===== config.mk =====
export PLATFORM = sky130hd
export DESIGN_NAME = terminal_bus_fault_indicator
export DESIGN_NICKNAME = d
export VERILOG_FILES = /design/src/common/fault_ind_pkg.sv /design/src/hdl/terminal_bus_fault_indicator.sv /design/src/hdl/blink_ticker.sv /design/src/hdl/active_position.sv
export SDC_FILE = /design/constraint.sdc
export NUM_CORES = 1
export LEC_CHECK = 0
export BUFFER_PORTS_ARGS = -buffer_cell sky130_fd_sc_hd__buf_2
export CORE_MARGIN = 10
export CORE_UTILIZATION = 35
export CTS_BUF_LIST = sky130_fd_sc_hd__clkbuf_16
export CTS_CLUSTER_SIZE = 40
export DETAILED_ROUTE_END_ITERATION = 8
export HOLD_SLACK_MARGIN = 0.05
export PLACE_DENSITY = 0.63
export REMOVE_ABC_BUFFERS = 1
export SLEW_MARGIN = 20
export SYNTH_ARGS = -nofsm -noshare
export SYNTH_HDL_FRONTEND = slang
export SYNTH_SLANG_ARGS = --single-unit

===== constraint.sdc =====
create_clock -name clk -period 13.1 [get_ports clk]
set_clock_uncertainty 0.05 [all_clocks]
set_input_delay 0.655 -clock clk [delete_from_list [all_inputs] [get_ports clk]]
set_output_delay 0.655 -clock clk [all_outputs]
set_load 0.1 [all_outputs]

===== src/common/fault_ind_pkg.sv =====
package fault_ind_pkg;

  // clock and timing figures
  localparam int CLK_PERIOD_NS    = 10;        // 100 MHz system clock
  localparam int FAST_HALF_MS     = 50;        // fast blink half period
  localparam int SLOW_HALF_MS     = 250;       // slow pulse half period
  localparam int FAST_HALF_CYC    = FAST_HALF_MS * 1000000 / CLK_PERIOD_NS;
  localparam int SLOW_HALF_CYC    = SLOW_HALF_MS * 1000000 / CLK_PERIOD_NS;
  localparam int DEV_RESET_NS     = 1000;      // bus restart request length
  localparam int DEV_RESET_CYC    = DEV_RESET_NS / CLK_PERIOD_NS;

  // sequence shape, counted in half periods of the matching rate
  localparam logic [4:0] START_TOGGLES = 5'h10;  // eight fast blinks
  localparam logic [4:0] PAUSE_HALVES  = 5'h04;  // dark pause, slow halves
  localparam logic [4:0] GAP_HALVES    = 5'h06;  // dark gap before repeat

  // register byte offsets
  localparam logic [7:0] OFS_STATUS  = 8'h00;
  localparam logic [7:0] OFS_CTRL    = 8'h04;
  localparam logic [7:0] OFS_ERRINFO = 8'h08;
  localparam logic [7:0] OFS_PASSIVE = 8'h0c;

  // status word bit positions
  localparam int ST_BUS_ERR   = 0;
  localparam int ST_CFG_CHG   = 1;
  localparam int ST_LEN_MIS   = 2;
  localparam int ST_NO_INPUTS = 8;
  localparam int ST_IN_UPD    = 9;
  localparam int ST_OUT_UPD   = 10;
  localparam int ST_WDOG      = 11;
  localparam int ST_ACYCLIC   = 15;

  // control and error-info fields
  localparam int CTRL_DEVRST_BIT = 0;
  localparam int EI_LATCHED_BIT  = 16;
  localparam int EI_STICKY_BIT   = 17;
  localparam int EI_CODE_LSB     = 8;
  localparam int EI_ARG_LSB      = 0;

  // error codes as pulse counts
  localparam logic [2:0] CODE_CMD  = 3'h3;
  localparam logic [2:0] CODE_DATA = 3'h4;
  localparam logic [2:0] CODE_REG  = 3'h5;
  localparam logic [2:0] CODE_INIT = 3'h6;
  localparam logic [2:0] CODE_LEN  = 3'h7;

  localparam int         NUM_SLOTS    = 16;
  localparam logic [1:0] RESP_OKAY    = 2'h0;
  localparam logic [1:0] RESP_SLVERR  = 2'h2;
  localparam logic [15:0] PASSIVE_RST = 16'h0000;

  // error report from the bus engine
  typedef struct packed {
    logic       valid;     // one-cycle pulse
    logic [2:0] code;      // pulse count of the error code
    logic [4:0] lastSlot;  // physical slots before the fault location
    logic [3:0] detail;    // argument for codes without position
  } errReport_s;

  // running bus conditions from the bus engine
  typedef struct packed {
    logic busErr;
    logic cfgChanged;
    logic lenMismatch;
    logic noValidInputs;
    logic inUpdBusy;
    logic outUpdBusy;
    logic watchdog;
    logic acyclicBusy;
  } busCond_s;

  typedef enum logic [2:0] {
    ST_IDLE  = 3'h0,
    ST_START = 3'h1,
    ST_CODE  = 3'h3,
    ST_PAUSE = 3'h2,
    ST_ARG   = 3'h6,
    ST_GAP   = 3'h7
  } blink_e;

endpackage : fault_ind_pkg


===== src/hdl/terminal_bus_fault_indicator.sv =====
// Functional notes
// red error LED dark without error
// two blink rates, fast and slow
// start burst, code pulses, pause, argument
// LED off during the pause
// argument counts modules before the fault
// passive modules not counted
// code three cmd error, four data break
// five register error, six init/internal
// seven for process data length mismatch
// some errors persist until power cycle
// green run LED only when fault-free
// status zero only synchronous and error-free
// status may be nonzero from slow cycle
// host task period below 100 ms
// status bits 0,1,2 bus/config/length
// status bits 8,9,10 input/output state
// status bit 11 watchdog, 15 acyclic
// device reset clears error, restarts bus
// sequence repeats while error stays indicated
// rates derived by prescaler constants
//
// The AXI4-Lite interface to the registers and the address map were decided locally.
`timescale 1ns/100ps
`default_nettype none
module terminal_bus_fault_indicator
  import fault_ind_pkg::*;
#(
  parameter int FAST_CYC = FAST_HALF_CYC,  // shorten for simulation
  parameter int SLOW_CYC = SLOW_HALF_CYC   // shorten for simulation
)(
  input  wire logic        clk,
  input  wire logic        rst,
  input  wire logic [7:0]  awaddr,
  input  wire logic        awvalid,
  output logic             awready,
  input  wire logic [31:0] wdata,
  input  wire logic [3:0]  wstrb,
  input  wire logic        wvalid,
  output logic             wready,
  output logic [1:0]       bresp,
  output logic             bvalid,
  input  wire logic        bready,
  input  wire logic [7:0]  araddr,
  input  wire logic        arvalid,
  output logic             arready,
  output logic [31:0]      rdata,
  output logic [1:0]       rresp,
  output logic             rvalid,
  input  wire logic        rready,
  input  wire errReport_s  errReport,   // from bus engine, same clock
  input  wire busCond_s    busCond,     // from bus engine, same clock
  input  wire logic        fieldbusOk,  // fieldbus communication running
  output logic             errLed,      // red error LED, high lights
  output logic             runLed,      // green run LED, high lights
  output logic             busRestart   // asks bus engine to restart
);

  // register slots returned by the address decoder
  localparam logic [2:0] IDX_STATUS  = 3'h0;
  localparam logic [2:0] IDX_CTRL    = 3'h1;
  localparam logic [2:0] IDX_ERRINFO = 3'h2;
  localparam logic [2:0] IDX_PASSIVE = 3'h3;
  localparam logic [2:0] IDX_NONE    = 3'h4;

  // address decode, shared by the read and write paths
  function automatic logic [2:0] regIndex(input logic [7:0] a);
    case (a)
      OFS_STATUS:  return IDX_STATUS;
      OFS_CTRL:    return IDX_CTRL;
      OFS_ERRINFO: return IDX_ERRINFO;
      OFS_PASSIVE: return IDX_PASSIVE;
      default:     return IDX_NONE;
    endcase
  endfunction : regIndex

  // write channel state
  logic        awHeld_ff;    // address taken, waiting for data
  logic [7:0]  awAddr_ff;
  logic        wHeld_ff;     // data taken, waiting for address
  logic [31:0] wData_ff;
  logic [3:0]  wStrb_ff;
  logic        bvalid_ff;
  logic [1:0]  bresp_ff;
  // read channel state
  logic        rvalid_ff;
  logic [31:0] rdata_ff;
  logic [1:0]  rresp_ff;
  logic [31:0] readMux;      // read data before registering
  // software state
  logic [15:0] passive_ff;   // passive slot mask
  logic [7:0]  rstCnt_ff;    // device reset in progress
  logic        rstBusy_ff;
  // error capture
  errReport_s  errPipe_ff;   // report aligned with its position
  logic        errLatched_ff;
  logic        sticky_ff;    // only a power cycle clears it
  logic [2:0]  errCode_ff;
  logic [4:0]  errArg_ff;
  logic        runLed_ff;
  // blink sequencer
  blink_e      state_ff;
  blink_e      nxt_state;
  logic [4:0]  cnt_ff;
  logic [4:0]  nxt_cnt;
  logic        led_ff;
  logic        nxt_led;
  logic [15:0] statusWord;
  logic [4:0]  posVal;
  logic        fastTick;
  logic        slowTick;

  // write path: address and data may arrive in either order
  wire        awTake   = awvalid && awready;
  wire        wTake    = wvalid && wready;
  wire        haveAw   = awHeld_ff || awTake;
  wire        haveW    = wHeld_ff || wTake;
  wire        doWrite  = haveAw && haveW && !bvalid_ff;
  wire [7:0]  wAddrNow = awHeld_ff ? awAddr_ff : awaddr;
  wire [31:0] wDataNow = wHeld_ff ? wData_ff : wdata;
  wire [3:0]  wStrbNow = wHeld_ff ? wStrb_ff : wstrb;
  wire [2:0]  wIdx     = regIndex(wAddrNow);
  wire [2:0]  rIdx     = regIndex(araddr);
  wire        arTake   = arvalid && arready;

  assign awready = !awHeld_ff && !bvalid_ff;
  assign wready  = !wHeld_ff && !bvalid_ff;
  assign arready = !rvalid_ff;

  // device reset function: a one written to the control bit
  wire devResetReq = doWrite && wIdx == IDX_CTRL && wStrbNow[0]
                     && wDataNow[CTRL_DEVRST_BIT];
  wire clearErr    = devResetReq && !sticky_ff;

  // capture a new report; a report in the clearing cycle wins
  wire newErr = errPipe_ff.valid && (!errLatched_ff || clearErr);
  wire posArg = errPipe_ff.code == CODE_DATA || errPipe_ff.code == CODE_REG;
  wire [4:0] newArg = posArg ? posVal : {1'b0, errPipe_ff.detail};

  // write channel handshake registers
  always_ff @(posedge clk or posedge rst)
    if (rst)
    begin
      awHeld_ff <= 1'b0;
      awAddr_ff <= 8'h0;
      wHeld_ff  <= 1'b0;
      wData_ff  <= 32'h0;
      wStrb_ff  <= 4'h0;
      bvalid_ff <= 1'b0;
      bresp_ff  <= RESP_OKAY;
    end
    else
    begin
      awHeld_ff <= doWrite ? 1'b0 : (awHeld_ff || awTake);
      wHeld_ff  <= doWrite ? 1'b0 : (wHeld_ff || wTake);
      if (awTake)
        awAddr_ff <= awaddr;
      if (wTake)
      begin
        wData_ff <= wdata;
        wStrb_ff <= wstrb;
      end
      // status and error info are read-only, writes answer okay
      if (doWrite)
      begin
        bvalid_ff <= 1'b1;
        bresp_ff  <= (wIdx == IDX_NONE) ? RESP_SLVERR : RESP_OKAY;
      end
      else if (bready)
        bvalid_ff <= 1'b0;
    end

  // read channel: data registered one cycle after the address
  always_ff @(posedge clk or posedge rst)
    if (rst)
    begin
      rvalid_ff <= 1'b0;
      rdata_ff  <= 32'h0;
      rresp_ff  <= RESP_OKAY;
    end
    else if (arTake)
    begin
      rvalid_ff <= 1'b1;
      rdata_ff  <= readMux;
      rresp_ff  <= (rIdx == IDX_NONE) ? RESP_SLVERR : RESP_OKAY;
    end
    else if (rready)
      rvalid_ff <= 1'b0;

  // read data selection, reserved bits read zero
  always_comb
  begin
    readMux = 32'h0;
    case (rIdx)
      IDX_STATUS:  readMux[15:0] = statusWord;
      IDX_ERRINFO:
      begin
        readMux[EI_ARG_LSB +: 5]  = errArg_ff;
        readMux[EI_CODE_LSB +: 3] = errCode_ff;
        readMux[EI_LATCHED_BIT]   = errLatched_ff;
        readMux[EI_STICKY_BIT]    = sticky_ff;
      end
      IDX_PASSIVE: readMux[15:0] = passive_ff;
      default:     readMux = 32'h0;  // control reads zero
    endcase
  end

  // passive mask and device reset timer
  always_ff @(posedge clk or posedge rst)
    if (rst)
    begin
      passive_ff <= PASSIVE_RST;
      rstCnt_ff  <= 8'h0;
      rstBusy_ff <= 1'b0;
    end
    else
    begin
      if (doWrite && wIdx == IDX_PASSIVE && wStrbNow[0])
        passive_ff[7:0] <= wDataNow[7:0];
      if (doWrite && wIdx == IDX_PASSIVE && wStrbNow[1])
        passive_ff[15:8] <= wDataNow[15:8];
      // bus restart held for a fixed time after the request
      if (devResetReq)
        rstCnt_ff <= 8'(DEV_RESET_CYC);
      else if (rstCnt_ff != 8'h0)
        rstCnt_ff <= rstCnt_ff - 8'h1;
      rstBusy_ff <= devResetReq || rstCnt_ff > 8'h1;
    end

  // error latch; internal errors stay until the next power-on reset
  always_ff @(posedge clk or posedge rst)
    if (rst)
    begin
      errPipe_ff    <= '0;
      errLatched_ff <= 1'b0;
      sticky_ff     <= 1'b0;
      errCode_ff    <= 3'h0;
      errArg_ff     <= 5'h0;
    end
    else
    begin
      errPipe_ff <= errReport;
      if (newErr)
      begin
        errLatched_ff <= 1'b1;
        sticky_ff     <= errPipe_ff.code == CODE_INIT;
        errCode_ff    <= errPipe_ff.code;
        errArg_ff     <= newArg;
      end
      else if (clearErr)
        errLatched_ff <= 1'b0;
    end

  // status word; slow bus cycles alone can make it nonzero
  always_comb
  begin
    statusWord               = 16'h0;
    statusWord[ST_BUS_ERR]   = busCond.busErr || errLatched_ff;
    statusWord[ST_CFG_CHG]   = busCond.cfgChanged;
    statusWord[ST_LEN_MIS]   = busCond.lenMismatch;
    statusWord[ST_NO_INPUTS] = busCond.noValidInputs;
    statusWord[ST_IN_UPD]    = busCond.inUpdBusy;
    statusWord[ST_OUT_UPD]   = busCond.outUpdBusy;
    statusWord[ST_WDOG]      = busCond.watchdog;
    statusWord[ST_ACYCLIC]   = busCond.acyclicBusy || rstBusy_ff;
  end

  // green only with a clean status word and the fieldbus up
  always_ff @(posedge clk or posedge rst)
    if (rst)
      runLed_ff <= 1'b0;
    else
      runLed_ff <= fieldbusOk && statusWord == 16'h0;

  // pulse-group bookkeeping: cnt counts completed pulses
  wire [4:0] cntInc    = cnt_ff + 5'h1;
  wire [4:0] target    = (state_ff == ST_ARG) ? errArg_ff : {2'h0, errCode_ff};
  wire       lastPulse = cntInc == target;

  // blink sequencer next state
  always_comb
  begin
    nxt_state = state_ff;
    nxt_cnt   = cnt_ff;
    nxt_led   = led_ff;
    case (state_ff)
      ST_IDLE:
      begin
        nxt_led = 1'b0;
        nxt_cnt = 5'h0;
        if (errLatched_ff)
          nxt_state = ST_START;
      end
      ST_START:
        if (fastTick)
        begin
          nxt_led = !led_ff;
          nxt_cnt = cntInc;
          if (cntInc == START_TOGGLES)
          begin
            nxt_state = ST_CODE;
            nxt_led   = 1'b0;
            nxt_cnt   = 5'h0;
          end
        end
      ST_CODE, ST_ARG:
        if (slowTick && led_ff)
        begin
          nxt_led = 1'b0;
          nxt_cnt = lastPulse ? 5'h0 : cntInc;
          if (lastPulse)
            nxt_state = (state_ff == ST_CODE) ? ST_PAUSE : ST_GAP;
        end
        else if (slowTick)
        begin
          // an argument of zero gives no pulses at all
          if (target == 5'h0)
            nxt_state = (state_ff == ST_CODE) ? ST_PAUSE : ST_GAP;
          else
            nxt_led = 1'b1;
        end
      ST_PAUSE, ST_GAP:
      begin
        nxt_led = 1'b0;
        if (slowTick)
        begin
          nxt_cnt = cntInc;
          if (state_ff == ST_PAUSE && cntInc == PAUSE_HALVES)
          begin
            nxt_state = ST_ARG;
            nxt_cnt   = 5'h0;
          end
          else if (state_ff == ST_GAP && cntInc == GAP_HALVES)
          begin
            nxt_state = ST_START;
            nxt_cnt   = 5'h0;
          end
        end
      end
      default:
      begin
        nxt_state = ST_IDLE;
        nxt_led   = 1'b0;
        nxt_cnt   = 5'h0;
      end
    endcase
    // a cleared error drops the sequence at once
    if (!errLatched_ff)
    begin
      nxt_state = ST_IDLE;
      nxt_led   = 1'b0;
      nxt_cnt   = 5'h0;
    end
  end

  always_ff @(posedge clk or posedge rst)
    if (rst)
    begin
      state_ff <= ST_IDLE;
      cnt_ff   <= 5'h0;
      led_ff   <= 1'b0;
    end
    else
    begin
      state_ff <= nxt_state;
      cnt_ff   <= nxt_cnt;
      led_ff   <= nxt_led;
    end

  blink_ticker #(
    .FAST_CYC (FAST_CYC),
    .SLOW_CYC (SLOW_CYC)
  ) u_ticker (
    .clk      (clk),
    .rst      (rst),
    .restart  (state_ff == ST_IDLE),
    .fastTick (fastTick),
    .slowTick (slowTick)
  );

  active_position u_position (
    .clk         (clk),
    .rst         (rst),
    .passiveMask (passive_ff),
    .lastSlot    (errReport.lastSlot),
    .position    (posVal)
  );

  assign bvalid     = bvalid_ff;
  assign bresp      = bresp_ff;
  assign rvalid     = rvalid_ff;
  assign rdata      = rdata_ff;
  assign rresp      = rresp_ff;
  assign errLed     = led_ff;
  assign runLed     = runLed_ff;
  assign busRestart = rstBusy_ff;
endmodule : terminal_bus_fault_indicator
`default_nettype wire


===== src/hdl/blink_ticker.sv =====
`timescale 1ns/100ps
`default_nettype none
module blink_ticker
  import fault_ind_pkg::*;
#(
  parameter int FAST_CYC = FAST_HALF_CYC,
  parameter int SLOW_CYC = SLOW_HALF_CYC
)(
  input  wire logic clk,
  input  wire logic rst,
  input  wire logic restart,   // hold counters at zero
  output logic      fastTick,  // one pulse per fast half period
  output logic      slowTick   // one pulse per slow half period
);

  logic [31:0] fastCnt_ff;   // fast prescaler
  logic [31:0] slowCnt_ff;   // slow prescaler
  logic        fastTick_ff;
  logic        slowTick_ff;

  // both rates from the system clock by plain prescalers
  wire fastWrap = fastCnt_ff == 32'(FAST_CYC - 1);
  wire slowWrap = slowCnt_ff == 32'(SLOW_CYC - 1);

  // prescalers restart in idle so a sequence started from idle begins on a full half period
  always_ff @(posedge clk or posedge rst)
    if (rst)
    begin
      fastCnt_ff  <= 32'h0;
      slowCnt_ff  <= 32'h0;
      fastTick_ff <= 1'b0;
      slowTick_ff <= 1'b0;
    end
    else
    begin
      fastCnt_ff  <= (restart || fastWrap) ? 32'h0 : fastCnt_ff + 32'h1;
      slowCnt_ff  <= (restart || slowWrap) ? 32'h0 : slowCnt_ff + 32'h1;
      fastTick_ff <= !restart && fastWrap;
      slowTick_ff <= !restart && slowWrap;
    end

  assign fastTick = fastTick_ff;
  assign slowTick = slowTick_ff;

endmodule : blink_ticker
`default_nettype wire


===== src/hdl/active_position.sv =====
`timescale 1ns/100ps
`default_nettype none
module active_position
  import fault_ind_pkg::*;
(
  input  wire logic                 clk,
  input  wire logic                 rst,
  input  wire logic [NUM_SLOTS-1:0] passiveMask,  // 1 marks a passive slot
  input  wire logic [4:0]           lastSlot,     // slots before the fault
  output logic      [4:0]           position      // active modules counted
);

  logic [NUM_SLOTS-1:0] activeBelow;  // active slots ahead of the fault
  logic [4:0]           pos_ff;

  // population count of a slot vector
  function automatic logic [4:0] countOnes(input logic [NUM_SLOTS-1:0] v);
    logic [4:0] n;
    n = 5'h0;
    for (int k = 0; k < NUM_SLOTS; k++)
      n = n + {4'h0, v[k]};
    return n;
  endfunction : countOnes

  // passive modules such as power feeds are left out of the count
  genvar i;
  generate
    for (i = 0; i < NUM_SLOTS; i++)
    begin : g_slot
      assign activeBelow[i] = (5'(i) < lastSlot) && !passiveMask[i];
    end
  endgenerate

  // registered, one cycle behind lastSlot
  always_ff @(posedge clk or posedge rst)
    if (rst)
      pos_ff <= 5'h0;
    else
      pos_ff <= countOnes(activeBelow);

  assign position = pos_ff;

endmodule : active_position
`default_nettype wire


# ---- After elaboration in Yosys (flattened, before gate mapping)
# Index checks and enable logic that the tools add are counted.
dict set report word_totals {
  out_inout_bits 44
  register_bits 176
}
dict set report classes {
  eq_ne 35
  reduce_logical 86
  n_mux 54
  addsub 19
  n_lt_le_gt_ge 17
}
# operator count
set ops {}
lappend ops {{$add 5x1->5} 14}
lappend ops {{$add 32x1->32 const B} 2}
lappend ops {{$mux 32} 2}
lappend ops {{$mux 5} 10}
lappend ops {{$lt 4x5->1 const A} 8}
lappend ops {{$logic_and 1x1->1} 37}
lappend ops {{$mux 3} 12}
lappend ops {{$pmux 3 s4} 3}
lappend ops {{$eq 32x23->1 const B} 1}
lappend ops {{$eq 32x25->1 const B} 1}
lappend ops {{$eq 8x4->1 const B} 4}
lappend ops {{$pmux 5 s3} 2}
lappend ops {{$logic_not 1->1} 24}
lappend ops {{$mux 8} 3}
lappend ops {{$eq 3x3->1 const B} 7}
lappend ops {{$lt 3x5->1 const A} 4}
lappend ops {{$eq 8x3->1 const B} 2}
lappend ops {{$logic_not 16->1} 1}
lappend ops {{$logic_not 8->1} 2}
lappend ops {{$mux 16} 1}
lappend ops {{$ne 4x4->1 const B} 4}
lappend ops {{$eq 3x2->1 const B} 5}
lappend ops {{$mux 1} 14}
lappend ops {{$eq 5x3->1 const B} 2}
lappend ops {{24 further kinds} 46}

# ---- Longest topological paths before layout
dict set report depth {
  ltp_word 17
  mapped_depth 16
  ltp_nobuf 15
}

# ---- Hierarchy
# From an unflattened synthesis, not the netlist that was laid out.
dict set report hier_totals {
  cells_unflattened 940
  area_unflattened_um2 9390.3
}
# module area_per_inst_um2 n_inst cells_each seq_area_each_um2
set modules_own_cells {}
lappend modules_own_cells {terminal_bus_fault_indicator 5236.3 1 492 2577.5}
lappend modules_own_cells {blink_ticker 3458.3 1 371 1651.6}
lappend modules_own_cells {active_position 695.7 1 77 125.1}

# ---- Least setup slack after synthesis
# No wires, ideal clock.
dict set report synth_path {
  kind {input -> register}
  start {input errReport[7] in the netlist's numbering}
  end {register u_position.pos_ff[4], in the netlist u_position.position[4]}
  arrival_time_ps 4692
  setup_time_ps 119
  n_path_buf 1
  stages 14
  path_slack_ps 8238
  path_cell_list {clkbuf_1 -> nor3_1 -> a21oi_1 -> ha_1 -> inv_1 -> fa_1 -> inv_1 -> fa_1 -> fa_1 -> fa_1 -> fa_1 -> fa_1 -> a21oi_1 -> nor2b_1}
}
dict set report synth_via {
  elab_chain_len 17
  elab_cells_between_ends 47
  classes_between {add/sub: 15; order compare: 16; reduce/logical: 16}
}
# item line_no
set synth_rtl {}
lappend synth_rtl {{from (decl)} terminal_bus_fault_indicator.sv:51} ;# input wire errReport_s errReport,
lappend synth_rtl {{$lt 1x5->1} active_position.sv:30} ;# assign activeBelow[i] = (5'(i) < lastSlot) && !passiveMask[i];
lappend synth_rtl {{$logic_and 1x1->1} active_position.sv:30}
lappend synth_rtl {{$add 1x1->2} active_position.sv:21} ;# n = n + {4'h0, v[k]};
lappend synth_rtl {{$add 5x1->5 (13 in a row)} active_position.sv:21}
lappend synth_rtl {{$add 5x1->5 (*)} active_position.sv:21}
lappend synth_rtl {{to (signal assigned)} active_position.sv:39} ;# pos_ff <= countOnes(activeBelow);
lappend synth_rtl {{to (decl)} active_position.sv:14} ;# logic [4:0] pos_ff;
# Mark *: on every way between the ends. The rest lies on a longest branch, timed or not.
# A chain may end at the register's enable or synchronous reset.

# ---- Final worst setup path
# Ends and elaborated chain as after synthesis.

==> impl_results.md <==
* FFs w/ async S/R, synth at 100%
* Pwr Density at 196 mW/mm^2
* Vias per std cell at 4.95
* Worst Max-Slew Pin Slew at 1.03 ns
* Clock power share at 24.1%
* DP HPWL at 14,100 um
* Startpoint types: input pin
* Flop pwr share at 37.6%
* CTS Buf Count at 17
* Worst Hold End: errPipe_ff[0]$_DFF_PP0_
* R2r setup slk at 8.88 ns
* Ys Warns at 0
* Hold Fails Final Rpt at 0
* Sw Share at 39.1%
* Leading cell type in the layout, fill and taps excluded: dfrtp_1
* Switch Pwr at 0.790 mW
* Area grow syn2layout at 13.8%
* Max H-tree Level at 4
* Min Hold Slack at 0.306 ns
* Die X at 181 um
* Reg2reg start: passive_ff[0]$_DFFE_PP0P_
* Critical path type: input pin to flip-flop
* Via count at 6,542
* Antenna diodes at 0
* Final antenna-violating net count at 0
* FILL cells at 2,476
* Final period util at 35.0%
* Internal at 1.23 mW
* Final Slew Violations at 0
* Worst-case clock buffer depth at 2
* Final core occ at 40.7%
* Starting Density at 35.7%
* Vias in the first global route at 6,588
* Worst vdd ir at 0.128 mV
* Pin count of the biggest net entering global routing at 106
* CORE AREA at 0.0253 sq mm
* Gr usage total at 12.0%
* Post-DR wirelength/cell at 14.7 um
* Share of layout cells above drive strength 1 at 17.6%
* Final Setup Violations at 0
* Post-synth top flop: dfrtp_1
* Setup crit end kind: flip-flop
* Worst reg-to-reg path cell count at 12
* Min-delay src: errReport[0]
* Root buffer cell: clkbuf_16
* Highest-count cells in the layout ignoring fill and taps: dfrtp_1, nor2_1, buf_2
* Leakage power at 4.81 nW
* Cells after Synth at 902
* Port Buffers at 90
* CP arrival at 4.86 ns
* Unrepaired setup endpoints after global routing: no
* Critical Path RT at 13.37 ns
* Post-Syn Area at 0.00905 sq mm
* Hold Path Cell Cnt at 1
* Status: finished, final reports clean
* Hold buffers post-CTS at 0
* Synth Register Bits at 174
* Multi-input logic area at 0.00438 sq mm
* CTS resizes at 0
* Clk_lat worst skew at 0.43 ns
* Number of setup buffers added after CTS at 0
* IO Pins at 125
* DIE HEIGHT at 181 um
* First-pass DRT Iterations at 4
* Sink Count at 174
* Register area at 0.00435 sq mm
* Detailed Route WL at 19,400 um
* EDFF count, synth at 0
* Core Rows at 58
* Netlist cell types at 66
* Iteration-0 DRC Markers at 358
* Clock slew at reported path FFs at 0.07 ns
* Die ar. at 0.0327 sq mm
* Slew HR at 31.3%
* Final #Nets at 1,081
* Final global-route overflow total at 0
* Antenna violations before repair at 2
* RePlAce Congestion at 0.845
* Max-cap viol count at 0
* Max Freq at 218 MHz
* Worst hold path class: input pin to flip-flop
* Tmin final at 4.59 ns
* Crit-path max FO at 9
* Global-route wire length before repair at 32,900 um
* TNS Setup at 0 ns
* Logic pwr share at 38.2%
* Syn_area_per_cell at 10.0 sq um
* Residual DRC at 0
* Register area share after synthesis at 48.1%
* CTS tree: done
* Worst flop-to-flop path endpoint: u_position.position[4]$_DFF_PP0_
how the worst max path moves through the flow:
| stage | slack (ns) | end | startpoint | cells after the start |
|---|---|---|---|---|
| final | 8.51 | u_position.position[4]$_DFF_PP0_ | errReport[7] | 14 |
| after global routing | 8.24 | u_position.position[4]$_DFF_PP0_ | errReport[7] | 14 |
| after global placement | 8.11 | u_position.position[4]$_DFF_PP0_ | errReport[7] | 14 |
| after CTS | 8.51 | u_position.position[4]$_DFF_PP0_ | errReport[7] | 14 |
| after detailed placement | 8.06 | u_position.position[4]$_DFF_PP0_ | errReport[7] | 14 |
| after floorplan | 7.68 | awAddr_ff[0]$_DFFE_PP0P_ | rst | 1 |
per-stage QoR:
stage                     cell area [sq um]  total power, mW  setup WS (ns)  cells
after global routing                  10300             2.18           8.24   1321
final                                 10300             2.02           8.51   1321
after global placement                 9730             1.52           8.11   1289
after floorplan                        8840             1.37           7.68    866
after detailed placement               9730             1.54           8.06   1289
after CTS                             10300             2.04           8.51   1321
power groups by stage:
| stage | Clock [mW] | Combinational (mW) | Sequential, mW |
|---|---|---|---|
| detailed placement | 0 | 0.773 | 0.769 |
| CTS | 0.501 | 0.783 | 0.760 |
| global placement | 0 | 0.757 | 0.765 |
| global route | 0.526 | 0.872 | 0.778 |
| finish | 0.487 | 0.772 | 0.760 |
| floorplan | 0 | 0.587 | 0.785 |
sequential cells by signal, summed over array words and instances (netlist names), 2 cells and up:
signal,cells
u_ticker.fastCnt_ff,32
u_ticker.slowCnt_ff,32
rdata,18
passive_ff,16
wData_ff,16
awAddr_ff,8
errPipe_ff,8
rstCnt_ff,8
cnt_ff,5
errArg_ff,5
u_position.position,5
errCode_ff,3
state_ff,3
wStrb_ff,2
worst max-delay path, cell delays in order:
cell     delay (ns)
buf_2          0.15
nor3_1         0.35
a21oi_1        0.13
ha_1           0.29
inv_1          0.05
fa_1           0.53
inv_1          0.06
fa_1           0.51
fa_1           0.54
fa_1           0.53
fa_1           0.47
fa_1           0.41
a21oi_1        0.14
nor2b_1        0.06
per-layer routing:
| metal | GRT usage (%) | vias up | part of all wire (%) |
|---|---|---|---|
| met5 | 0 | - | 0 |
| met4 | 3.25 | 0 | 0.96 |
| met3 | 3.10 | 14 | 5.0 |
| met2 | 18.7 | 137 | 46 |
| met1 | 16.0 | 3157 | 48 |
| li1 | - | 3234 | - |
cell families after synthesis:
| kind of cell | Yosys count | share of synthesized area [%] |
|---|---|---|
| and+or+nand+nor | 360 | 19.1 |
| other | 1 | 0.0414 |
| xor gates and xnor gates | 75 | 7.41 |
| buffers and inverters | 80 | 4.18 |
| AOI/OAI and AO/OA | 123 | 9.20 |
| adders and majority gates | 22 | 3.87 |
| muxes | 67 | 8.08 |
| DFF | 174 | 48.1 |
final cells by class:
class	instances	share of cell area, %
well taps	330	4.01
repair buffers	93	4.59
clock inverters	15	1.39
clock buffers	17	4.13
inverters	29	1.11
multi-input cells	663	42.5
flip-flops and latches	174	42.3
cells in the mapped netlist, types with 4 or more instances:
library cell,count,area share [%]
dfrtp_1,174,48
nor2_1,140,5.8
nand2_1,65,2.7
a21oi_1,47,2.6
xor2_1,45,4.4
nand3_1,40,2.2
mux2i_1,34,3.8
inv_1,29,1.2
xnor2_1,29,2.8
mux2_2,28,3.5
clkbuf_1,24,1.0
nor3_1,18,1.0
buf_4,17,1.4
o21ai_0,17,0.94
nor4_1,16,1.1
and3_1,15,1.0
ha_1,12,1.7
nand4_1,12,0.83
fa_1,10,2.2
a22o_1,9,0.87
nand2b_1,9,0.62
nor2b_1,9,0.62
a21o_1,7,0.58
a31oi_1,7,0.48
o31ai_1,7,0.58
and2_1,5,0.35
mux2_4,5,0.83
nor4b_1,5,0.48
buf_1,4,0.17
buf_2,4,0.22
or2_2,4,0.28
or3_1,4,0.28
(Power assumes the default switching activity.)
